**config.mk**
```make
export PLATFORM = sky130hd
export DESIGN_NAME = efrl_top
export DESIGN_NICKNAME = d
export VERILOG_FILES = /design/src/efrl_top.v /design/src/efrl_sync.v /design/src/efrl_fuse_gate.v
export VERILOG_INCLUDE_DIRS = /design/src /design/src/src
export SDC_FILE = /design/constraint.sdc
export NUM_CORES = 1
export LEC_CHECK = 0
export ABC_AREA = 1
export BUFFER_PORTS_ARGS = -buffer_cell sky130_fd_sc_hd__buf_2
export CAP_MARGIN = 30
export CORE_MARGIN = 3
export CORE_UTILIZATION = 47
export CTS_CLUSTER_SIZE = 20
export DETAILED_ROUTE_END_ITERATION = 10
export PLACE_DENSITY = 0.95
export SKIP_LAST_GASP = 1
export SYNTH_ARGS = -nofsm -noshare
export SYNTH_HDL_FRONTEND = slang
export SYNTH_SLANG_ARGS = --single-unit
```
**constraint.sdc**
```tcl
create_clock -name mclk_in -period 3.35 [get_ports mclk_in]
set_clock_uncertainty 0.15 [all_clocks]
set_input_delay 0.67 -clock mclk_in [delete_from_list [all_inputs] [get_ports mclk_in]]
set_output_delay 0.67 -clock mclk_in [all_outputs]
set_load 0.005 [all_outputs]
```
**src/efrl_regs.vh**
```
`ifndef EFRL_REGS_VH
`define EFRL_REGS_VH

// Register byte offsets
`define EFRL_LOCK_OFFSET      8'h24
`define EFRL_WDCNT_OFFSET     8'h28
`define EFRL_STATUS_OFFSET    8'h30

// Lock register fields
`define EFRL_LOCK_MAKER_BIT   1
`define EFRL_LOCK_PRIV_BIT    2
`define EFRL_LOCK_USER_BIT    3
`define EFRL_LOCK_PUB_BIT     4
`define EFRL_LOCK_LSB         1
`define EFRL_LOCK_MSB         4
`define EFRL_LOCK_RESET       4'h0

// Watchdog count field
`define EFRL_WDCNT_LSB        0
`define EFRL_WDCNT_MSB        3
`define EFRL_WDCNT_RESET      4'h0

// Status register fields
`define EFRL_STAT_BLK_LSB     0
`define EFRL_STAT_BLK_MSB     3
`define EFRL_STAT_DBG_BIT     4
`define EFRL_STAT_WR_LSB      8
`define EFRL_STAT_WR_MSB      11

// Fuse region bounds, byte addresses inclusive
`define EFRL_PRIV_FIRST       9'h000
`define EFRL_PRIV_LAST        9'h01f
`define EFRL_MAKER_FIRST      9'h020
`define EFRL_MAKER_LAST       9'h07f
`define EFRL_PUB_FIRST        9'h080
`define EFRL_PUB_LAST         9'h0bf
`define EFRL_USER_FIRST       9'h0c0
`define EFRL_USER_LAST        9'h1ff

// Value returned for every byte of a locked region
`define EFRL_LOCKED_FILL      8'h00

`endif

```
**src/efrl_top.v**
```verilog
// Overview of operation
// - Lock bit 4 hides public key fuse bytes 128 to 191 when set.
// - Lock bit 3 hides user fuse bytes 192 to 511 when set.
// - Lock bit 2 hides private key fuse bytes 0 to 31 when set.
// - Lock bit 1 hides maker fuse bytes 32 to 127 when set.
// - Each lock bit accepts one write, then is read-only until system reset.
// - Enabled debug port makes every protected region inaccessible.
// - Reads of an inaccessible region return one fixed constant byte.
// - System reset clears all lock bits and makes them writable again.
// - Four-bit watchdog count, cleared at power-on, kept across watchdog reset.
// - Debug port works only when enabled; else debug reset pin is ignored.
//
// The Wishbone interface to the registers was decided locally.
`include "efrl_regs.vh"
`default_nettype none

module efrl_top (
    // Clock and power-on reset
    input  wire        mclk_in,
    input  wire        reset_n_in,
    // System reset pulse, also raised by a watchdog reset
    input  wire        system_reset_in,
    // Wishbone slave
    input  wire        wb_cyc_in,
    input  wire        wb_stb_in,
    input  wire        wb_we_in,
    input  wire [7:0]  wb_adr_in,
    input  wire [3:0]  wb_sel_in,
    input  wire [31:0] wb_dat_in,
    output reg  [31:0] wb_dat_out,
    output reg         wb_ack_out,
    // Debug enable bit from the debug control register
    input  wire        debug_enable_in,
    // Debug reset pin, active low, asynchronous
    input  wire        debug_rst_n_pin_in,
    output reg         debug_port_active_out,
    // Fuse read path
    input  wire        fuse_rd_valid_in,
    input  wire [8:0]  fuse_rd_addr_in,
    input  wire [7:0]  fuse_rd_data_in,
    output reg         fuse_rd_valid_out,
    output reg  [7:0]  fuse_rd_data_out,
    output reg         fuse_rd_blocked_out,
    // Lock and count state
    output reg  [3:0]  region_lock_out,
    output reg  [3:0]  watchdog_fire_count_out
);

    // Lock bits, index 0..3 maps to register bits 1..4
    reg  [3:0]  region_lock;
    reg  [3:0]  lock_written;
    reg  [3:0]  watchdog_fire_count;
    reg  [31:0] next_rd_data;
    wire        debug_rst_n_sync;
    wire        gate_blocked;
    wire [3:0]  lock_reset_val;
    wire        bus_req;
    wire        wr_req;
    wire        sel_lock;
    wire        sel_wdcnt;
    wire        sel_status;
    wire        lane0_wr;
    wire [3:0]  region_status;
    wire        maker_region_lock;

    assign bus_req    = wb_cyc_in && wb_stb_in && !wb_ack_out;
    assign wr_req     = bus_req && wb_we_in;
    // Byte lanes 1:0 of the address are ignored, so compare on word boundaries
    assign sel_lock   = ({wb_adr_in[7:2], 2'h0} == `EFRL_LOCK_OFFSET);
    assign sel_wdcnt  = ({wb_adr_in[7:2], 2'h0} == `EFRL_WDCNT_OFFSET);
    assign sel_status = ({wb_adr_in[7:2], 2'h0} == `EFRL_STATUS_OFFSET);
    assign lock_reset_val = `EFRL_LOCK_RESET;
    // All writable fields sit in byte lane 0
    assign lane0_wr   = wr_req && wb_sel_in[0];

    assign maker_region_lock = region_lock[0];

    // Pin level is resynchronised before any logic looks at it
    efrl_sync u_dbg_sync (
        .mclk_in    (mclk_in),
        .reset_n_in (reset_n_in),
        .async_in   (debug_rst_n_pin_in),
        .sync_out   (debug_rst_n_sync)
    );

    efrl_fuse_gate u_gate (
        .addr_in         (fuse_rd_addr_in),
        .lock_in         (region_lock),
        .debug_enable_in (debug_enable_in),
        .region_hit_out  (),
        .blocked_out     (gate_blocked)
    );

    // Per-region accessibility as seen by the fuse path right now
    assign region_status = debug_enable_in ? 4'hf : region_lock;

    // Write-once lock bits. The written flag is separate from the value so
    // that writing a zero still consumes the single allowed write.
    genvar gi;
    generate
        for (gi = 0; gi < 4; gi = gi + 1) begin : g_lock
            always @(posedge mclk_in or negedge reset_n_in) begin
                if (!reset_n_in) begin
                    region_lock[gi]  <= 1'b0;
                    lock_written[gi] <= 1'b0;
                end else if (system_reset_in) begin
                    region_lock[gi]  <= lock_reset_val[gi];
                    lock_written[gi] <= 1'b0;
                end else if (lane0_wr && sel_lock && !lock_written[gi]) begin
                    region_lock[gi]  <= wb_dat_in[`EFRL_LOCK_LSB + gi];
                    lock_written[gi] <= 1'b1;
                end
            end
        end
    endgenerate

    // Only power-on clears the count; system and watchdog resets leave it
    always @(posedge mclk_in or negedge reset_n_in) begin
        if (!reset_n_in) begin
            watchdog_fire_count <= `EFRL_WDCNT_RESET;
        end else if (lane0_wr && sel_wdcnt) begin
            // Firmware stores the firing tally here before the image runs
            watchdog_fire_count <= wb_dat_in[`EFRL_WDCNT_MSB:`EFRL_WDCNT_LSB];
        end
    end

    // Read mux; unmapped offsets and unused bits read zero
    always @* begin
        next_rd_data = 32'h0000_0000;
        if (sel_lock) begin
            next_rd_data[`EFRL_LOCK_MSB:`EFRL_LOCK_LSB] = region_lock;
        end else if (sel_wdcnt) begin
            next_rd_data[`EFRL_WDCNT_MSB:`EFRL_WDCNT_LSB] = watchdog_fire_count;
        end else if (sel_status) begin
            next_rd_data[`EFRL_STAT_BLK_MSB:`EFRL_STAT_BLK_LSB] = region_status;
            next_rd_data[`EFRL_STAT_DBG_BIT] = debug_port_active_out;
            next_rd_data[`EFRL_STAT_WR_MSB:`EFRL_STAT_WR_LSB] = lock_written;
        end
    end

    // Single-wait-state slave: ack one cycle after the request, then drop
    always @(posedge mclk_in or negedge reset_n_in) begin
        if (!reset_n_in) begin
            wb_ack_out <= 1'b0;
            wb_dat_out <= 32'h0000_0000;
        end else begin
            wb_ack_out <= bus_req;
            if (bus_req && !wb_we_in) begin
                wb_dat_out <= next_rd_data;
            end
        end
    end

    // Debug pin has no effect at all while the port is disabled
    always @(posedge mclk_in or negedge reset_n_in) begin
        if (!reset_n_in) begin
            debug_port_active_out <= 1'b0;
        end else begin
            debug_port_active_out <= debug_enable_in && debug_rst_n_sync;
        end
    end

    // Fuse read path, one cycle of latency; locked bytes never leave here
    always @(posedge mclk_in or negedge reset_n_in) begin
        if (!reset_n_in) begin
            fuse_rd_valid_out   <= 1'b0;
            fuse_rd_data_out    <= `EFRL_LOCKED_FILL;
            fuse_rd_blocked_out <= 1'b0;
        end else begin
            fuse_rd_valid_out   <= fuse_rd_valid_in;
            fuse_rd_blocked_out <= fuse_rd_valid_in && gate_blocked;
            if (fuse_rd_valid_in && gate_blocked) begin
                fuse_rd_data_out <= `EFRL_LOCKED_FILL;
            end else if (fuse_rd_valid_in) begin
                fuse_rd_data_out <= fuse_rd_data_in;
            end
        end
    end

    // State mirrors for the rest of the chip
    always @(posedge mclk_in or negedge reset_n_in) begin
        if (!reset_n_in) begin
            region_lock_out         <= 4'h0;
            watchdog_fire_count_out <= 4'h0;
        end else begin
            region_lock_out         <= {region_lock[3:1], maker_region_lock};
            watchdog_fire_count_out <= watchdog_fire_count;
        end
    end

endmodule

`default_nettype wire

```
**src/efrl_sync.v**
```verilog
`default_nettype none

// Two-stage synchroniser for a single asynchronous level
module efrl_sync (
    // Clock and reset
    input  wire mclk_in,
    input  wire reset_n_in,
    // Level
    input  wire async_in,
    output reg  sync_out
);

    reg meta;

    always @(posedge mclk_in or negedge reset_n_in) begin
        if (!reset_n_in) begin
            meta     <= 1'b0;
            sync_out <= 1'b0;
        end else begin
            meta     <= async_in;
            sync_out <= meta;
        end
    end

endmodule

`default_nettype wire

```
**src/efrl_fuse_gate.v**
```verilog
`include "efrl_regs.vh"
`default_nettype none

// Decides whether a fuse byte address lies in a region that is currently
// inaccessible. Pure combinational; the caller registers the result.
module efrl_fuse_gate (
    // Fuse address
    input  wire [8:0] addr_in,
    // Lock state, indexed as lock register bits 4:1
    input  wire [3:0] lock_in,
    input  wire       debug_enable_in,
    // Result
    output reg  [3:0] region_hit_out,
    output reg        blocked_out
);

    always @* begin
        region_hit_out = 4'h0;
        // Index 0 = maker, 1 = private, 2 = user, 3 = public
        region_hit_out[0] = (addr_in >= `EFRL_MAKER_FIRST) &&
                            (addr_in <= `EFRL_MAKER_LAST);
        region_hit_out[1] = (addr_in <= `EFRL_PRIV_LAST);
        region_hit_out[2] = (addr_in >= `EFRL_USER_FIRST);
        region_hit_out[3] = (addr_in >= `EFRL_PUB_FIRST) &&
                            (addr_in <= `EFRL_PUB_LAST);
        // Debug access overrides every lock setting
        blocked_out = debug_enable_in ||
                      (|(region_hit_out & lock_in));
    end

endmodule

`default_nettype wire

```
Word-level counts from Yosys, hierarchy flattened
Index checks and enable logic that the tools add are counted.
{"block": "word_totals", "register_bits": 43, "input_bits": 70, "out_inout_bits": 52, "elab_cells": 84}
{"block": "op_classes", "n_lt_le_gt_ge": 6, "n_eq_ne": 3, "mux": 27, "bitwise": 1, "n_reduce_logical": 28}
{"cell": "$mux 4", "n": 6}
{"cell": "$eq 6x4->1 const B", "n": 3}
{"cell": "$ge 9x8->1 const B", "n": 2}
{"cell": "$mux 1", "n": 18}
{"cell": "$mux 8", "n": 2}
{"cell": "$logic_and 1x1->1", "n": 15}
{"cell": "$reduce_bool 2->1", "n": 5}
{"cell": "$ge 9x6->1 const B", "n": 1}
{"cell": "$le 9x5->1 const B", "n": 1}
{"cell": "$le 9x7->1 const B", "n": 1}
{"cell": "$le 9x8->1 const B", "n": 1}
{"cell": "$logic_not 1->1", "n": 6}
{"cell": "$mux 5", "n": 1}
{"cell": "$and 4x4->4", "n": 1}
{"cell": "$reduce_or 4->1", "n": 1}
{"cell": "$logic_or 1x1->1", "n": 1}

Logic depth before layout (Yosys ltp)
{"block": "depth", "word_depth": 8, "depth_mapped": 7, "mapped_depth_nobuf": 7}

Cells and area by module
A second synthesis with hierarchy kept.
{"block": "unflattened", "cells_unflattened": 247, "hier_area_um2": 2115.8}
{"mod": "efrl_top", "instances": 1, "cells_per_inst": 226, "area_each_um2": 1971.9, "seq_area_each_um2": 1026.0}
{"mod": "efrl_fuse_gate", "instances": 1, "cells_per_inst": 19, "area_each_um2": 93.8, "seq_area_each_um2": 0.0}
{"mod": "efrl_sync", "instances": 1, "cells_per_inst": 2, "area_each_um2": 50.0, "seq_area_each_um2": 50.0}

Least setup slack after synthesis
Ideal clock, no wire load.
{"block": "synth_path", "path_kind": "input -> register", "from": "input port wb_adr_in[4]", "to": "register region_lock[0] (netlist: maker_region_lock)", "setup_time_ns": 0.117, "arrival_time_ns": 1.290, "required_time_ns": 3.083, "path_slack_ns": 1.793, "path_stages": 6, "path_cell_list": "inv_1 -> nand3_1 -> nor2_8 -> nand3_2 -> nand3_1 -> nand2_1"}
{"block": "synth_via", "elab_chain_len": 4}
{"item": "start, declared", "line": "efrl_top.v:27", "text": "input wire [7:0] wb_adr_in,"}
{"item": "$eq 6x4->1 (no source line)"}
{"item": "$logic_and 1x1->1 (2 in a row)", "line": "efrl_top.v:109", "text": "end else if (lane0_wr && sel_lock && !lock_written[gi]) begin"}
{"item": "$reduce_bool 2->1 (no source line)"}
{"item": "end signal, assigned by index", "line": "efrl_top.v:107", "text": "region_lock[gi] <= lock_reset_val[gi];"}
{"item": "end signal, assigned by index", "line": "efrl_top.v:110", "text": "region_lock[gi] <= wb_dat_in[`EFRL_LOCK_LSB + gi];"}
{"item": "end, declared", "line": "efrl_top.v:50", "text": "reg [3:0] region_lock;"}
No other way between the ends.
A chain may end at the register's enable or synchronous reset.

Worst setup path in the final report
{"block": "layout_path", "from": "register wb_ack_out", "to": "output port wb_ack_out"}
{"item": "start, declared", "line": "efrl_top.v:31", "text": "output reg wb_ack_out,"}
{"item": "start signal, assigned", "line": "efrl_top.v:147", "text": "wb_ack_out <= bus_req;"}
No word-level cell between the ends.

==> run summary <==
The run finished with clean final reports. The count of buffering cells on the critical path with inverters included is 1. The endpoint of the worst hold-timing path is u_dbg_sync.sync_out.

In this run the standard cell core region covers between 4000 and 5000 µm². The synthesis-to-layout area growth is 16.2%. The final critical-path required period came out at ~1700 ps.

The synthesized netlist occupies a cell area of 2090 µm². The dominant cell type by area after synthesis is sky130_fd_sc_hd__dfrtp_1. The root buffer selected by CTS is sky130_fd_sc_hd__clkbuf_8.

The layout filler cell count came out at 367. The parity-gate share of the synthesized area counting xor and xnor cells came out at 0%. Dividing the detail-routed wire length by the instance count gives 12.6 µm. The die covers 5280 µm². Power spread over the standard cell area amounts to between 400 and 500 nW/µm².

The count of cells in the finished layout, fillers not included, comes to roughly 350. The initial antenna violation count is 0. Of the cells placed in the final design, the portion with a size suffix greater than 1 is between 20% and 30%. The number of buffers inserted by port buffering came out at 61. Once placement finished, the instance area stood at 2340 µm². The number of endpoints with negative hold slack in the final report came out at 0.

The worst setup path is of the flip-flop to primary output kind. The x dimension of the die came out at between 70 and 80 µm. The number of top-level pins is roughly 120. The critical path goes through buf_2. The mux share of post-synthesis cell area came out at 0%. Cells fill 58.5% of the core in the end. The maximum number of pins on one net before global-route repair came out at 44.

The area share of the leading cell type in the synthesized netlist came out at slightly above 50%. The gate count after technology mapping came out at approximately 240. The endpoint type of the worst setup path is a primary output. The final wirelength is 4440 µm. The highest clock rate came out at 0.604 GHz. The number of placed instances with taps included came out at ~340.

The total number of nets in the final design came out at approximately 370. The die height is a little over 70 µm. The TritonCTS buffer count came out at 5. The area share of fa/ha/maj cells after synthesis is 0%. In this run the number of cells on the critical path is 1.

The number of H-tree branching levels came out at 2. The worst hold path class is flip-flop to flip-flop. The fraction of the yosys area taken by sequential cells is roughly 52%. The max-slew violation count came out at 0. In the post-synthesis netlist, the biggest area contributors are sky130_fd_sc_hd__dfrtp_1, sky130_fd_sc_hd__nand2_1, sky130_fd_sc_hd__buf_4.

Data on the critical path is required at its endpoint by between 2000 and 3000 ps. The standby leakage power came out at between 1 and 1.5 nW. The measured slew at the worst slew-check pin came out at 913 ps. The first detailed-routing pass took 4 iterations.

The placer congestion estimate is between 0.8 and 0.9. The aggregate global-route resource usage came out at between 10% and 20%. For this run, design rule violations remaining after detail routing come to 0. The first global-routing pass estimated roughly 7000 µm of wire. The number of warnings reported in the yosys synthesis log came out at 0. The number of failing setup endpoints in the final timing report came out at 0. The cell with the largest stage delay on the worst path is sky130_fd_sc_hd__dfrtp_1. The area fraction in compound gates after synthesis is 5.64%. The final non-filler cell area is 2430 µm². TritonCTS built the clock tree.

In this run the critical register-to-register path is captured at maker_region_lock. For the worst-skew pair, the clock arrives at the later sink with an insertion delay of between 200 and 300 ps. The number of global-route vias before repair is around 1600. The setup fix buffers added after clock tree synthesis is 0. The via count of the routed design came out at ~1700. Once the clock tree was built, the resizer swapped 0 gates to a different size. The post-synthesis share of cell area spent on and, or, nand and nor gates came out at between 20% and 30%. The worst hold path depth is 0.

The maximum buffer depth of the clock tree is 2. The accumulated negative setup slack came out at 0 ps. The global-route congestion overflow total came out at 0. The initial utilization of the core area, before any placement, comes to 50.4%. The worst register-to-register path begins at wb_ack_out. The number of distinct library cells after synthesis is 26. The worst endpoint data arrival time is approximately 840 ps.

The number of register bits inferred by synthesis came out at 43. The worst-case IR drop observed on VDD is ~170 µV. The detailed-placement wirelength estimate came out at between 3000 and 4000 µm.

The worst slew slack as a fraction of its limit is 39.1%. The average via count per standard cell is 4.82. The cell family contributing the most delay on the critical path is flip-flops. In this run the remaining antenna-violating nets after routing total 0. The largest fanout on the critical path came out at 3. The critical path's largest stage delay came out at about 410 ps. Row generation in the floorplan step produced 23 rows. Setup repair after global routing left no endpoint under its margin. The clock-pin slew reported for the worst setup and hold paths after clock tree synthesis is roughly 70 ps.

Measured in cells, the most critical reg-to-reg path has a length of 6. The synthesized area per cell is 8.81 µm². The number of buffers inserted for hold repair after clock tree synthesis came out at 0. The first routing iteration left ~130 violations. The clock net in this run drives a total of 43 sinks. The antenna cell count is 0. The worst hold path begins at u_dbg_sync.meta. The worst setup path is launched from a flip-flop.

The internal reg-to-reg setup slack came out at 1960 ps. The number of max-capacitance violations reported is 0. Of the available clock period, the critical path in the final layout requires 49.5%. By area, the combinational part of the netlist is dominated by simple AND/OR/NAND/NOR gates.
-- sequential cells by signal (all words and copies together), names as in the netlist --
| name | flops |
|---|---|
| wb_ack_out | 1 |
| region_lock | 3 |
| wb_dat_out | 9 |
| watchdog_fire_count_out | 4 |
| fuse_rd_blocked_out | 1 |
| fuse_rd_data_out | 8 |
| u_dbg_sync.sync_out | 1 |
| lock_written | 4 |
| region_lock_out | 4 |
| fuse_rd_valid_out | 1 |
| debug_port_active_out | 1 |
| watchdog_fire_count | 4 |
| u_dbg_sync.meta | 1 |
| maker_region_lock | 1 |
-- layer usage --
layer / vias up / global-route usage [%] / wire length [µm] / part of all wire (%)
met2: 73 / 28.7 / 2190 / 49
met1: 782 / 20.9 / 1770 / 40
li1: 827 / - / - / -
met4: 0 / 8.81 / 125 / 2.8
met5: - / 0 / 0 / 0
met3: 13 / 5.65 / 353 / 8.0
-- cell usage in the layout, fill, tap and decap left out --
| cell type | count |
|---|---|
| sky130_fd_sc_hd__nand2_1 | 74 |
| sky130_fd_sc_hd__buf_2 | 61 |
| sky130_fd_sc_hd__dfrtp_1 | 43 |
| sky130_fd_sc_hd__inv_1 | 24 |
| sky130_fd_sc_hd__conb_1 | 23 |
| sky130_fd_sc_hd__nand3_1 | 13 |
| sky130_fd_sc_hd__nor2_1 | 10 |
| sky130_fd_sc_hd__a21oi_1 | 8 |
| sky130_fd_sc_hd__nand3b_1 | 8 |
| sky130_fd_sc_hd__nand3_2 | 5 |
| sky130_fd_sc_hd__clkbuf_8 | 5 |
| sky130_fd_sc_hd__o21ai_0 | 4 |
| sky130_fd_sc_hd__nand2_2 | 3 |
| sky130_fd_sc_hd__nor2_4 | 3 |
| sky130_fd_sc_hd__o31ai_1 | 3 |
| sky130_fd_sc_hd__nand4_1 | 3 |
| sky130_fd_sc_hd__o21ai_1 | 2 |
| sky130_fd_sc_hd__clkbuf_1 | 2 |
| sky130_fd_sc_hd__o211ai_2 | 1 |
| sky130_fd_sc_hd__clkinv_1 | 1 |
| sky130_fd_sc_hd__nor2_2 | 1 |
| sky130_fd_sc_hd__o31ai_2 | 1 |
| sky130_fd_sc_hd__nor2_8 | 1 |
| sky130_fd_sc_hd__inv_2 | 1 |
| sky130_fd_sc_hd__nand2_4 | 1 |
| sky130_fd_sc_hd__clkinv_2 | 1 |
-- cells in the mapped netlist (all sizes together) --
| library cell | number |
|---|---|
| a21oi | 8 |
| buf | 25 |
| clkbuf | 1 |
| clkinv | 1 |
| conb | 1 |
| dfrtp | 43 |
| inv | 25 |
| nand2 | 78 |
| nand3 | 18 |
| nand3b | 8 |
| nand4 | 3 |
| nor2 | 15 |
| o211ai | 1 |
| o21ai | 6 |
| o31ai | 4 |
-- worst max-delay path by stage --
stage	startpoint	endpoint	slack, ps
6_report	wb_ack_out	wb_ack_out	1690
5_1_grt	wb_ack_out	wb_ack_out	1650
3_3_place_gp	wb_adr_in[3]	wb_dat_out[0]	1530
3_5_place_dp	wb_adr_in[3]	wb_dat_out[0]	1450
4_1_cts	wb_ack_out	wb_ack_out	1690
2_1_floorplan	wb_adr_in[4]	maker_region_lock	1790
-- final cells by class --
cell class / count / area [µm²] / share of cell area (%)
clock buffers: 7 / 76.3 / 3.15
clock inverters: 1 / 5.00 / 0.206
inverters: 26 / 97.6 / 4.02
multi-input cells: 164 / 803 / 33.1
flip-flops and latches: 43 / 1080 / 44.4
well taps: 50 / 62.6 / 2.58
repair buffers: 61 / 305 / 12.6
-- metrics by stage --
step	power (W)	worst slack [ps]	hold slack, ps
floorplan	0.000644	1790	181
global placement	0.000680	1530	183
detailed placement	0.000687	1450	194
CTS	0.000994	1690	211
global route	0.00104	1650	217
finish	0.000987	1690	206
-- logic make-up (layout without fill, tap and decap cells) --
| group | count (synthesis) | in the layout |
|---|---|---|
| buf+inv | 52 | 95 |
| flops | 43 | 43 |
| simple gates | 122 | 122 |
| other cells | 1 | 23 |
| compound gates | 19 | 19 |
-- where the power goes --
| group | switching (W) | internal, W |
|---|---|---|
| clock | 0.000164 | 0.000146 |
| combinational | 0.0000744 | 0.0000449 |
| sequential | 0.0000142 | 0.000543 |
| total | 0.000253 | 0.000734 |
Power figures use the tool's default switching activity.
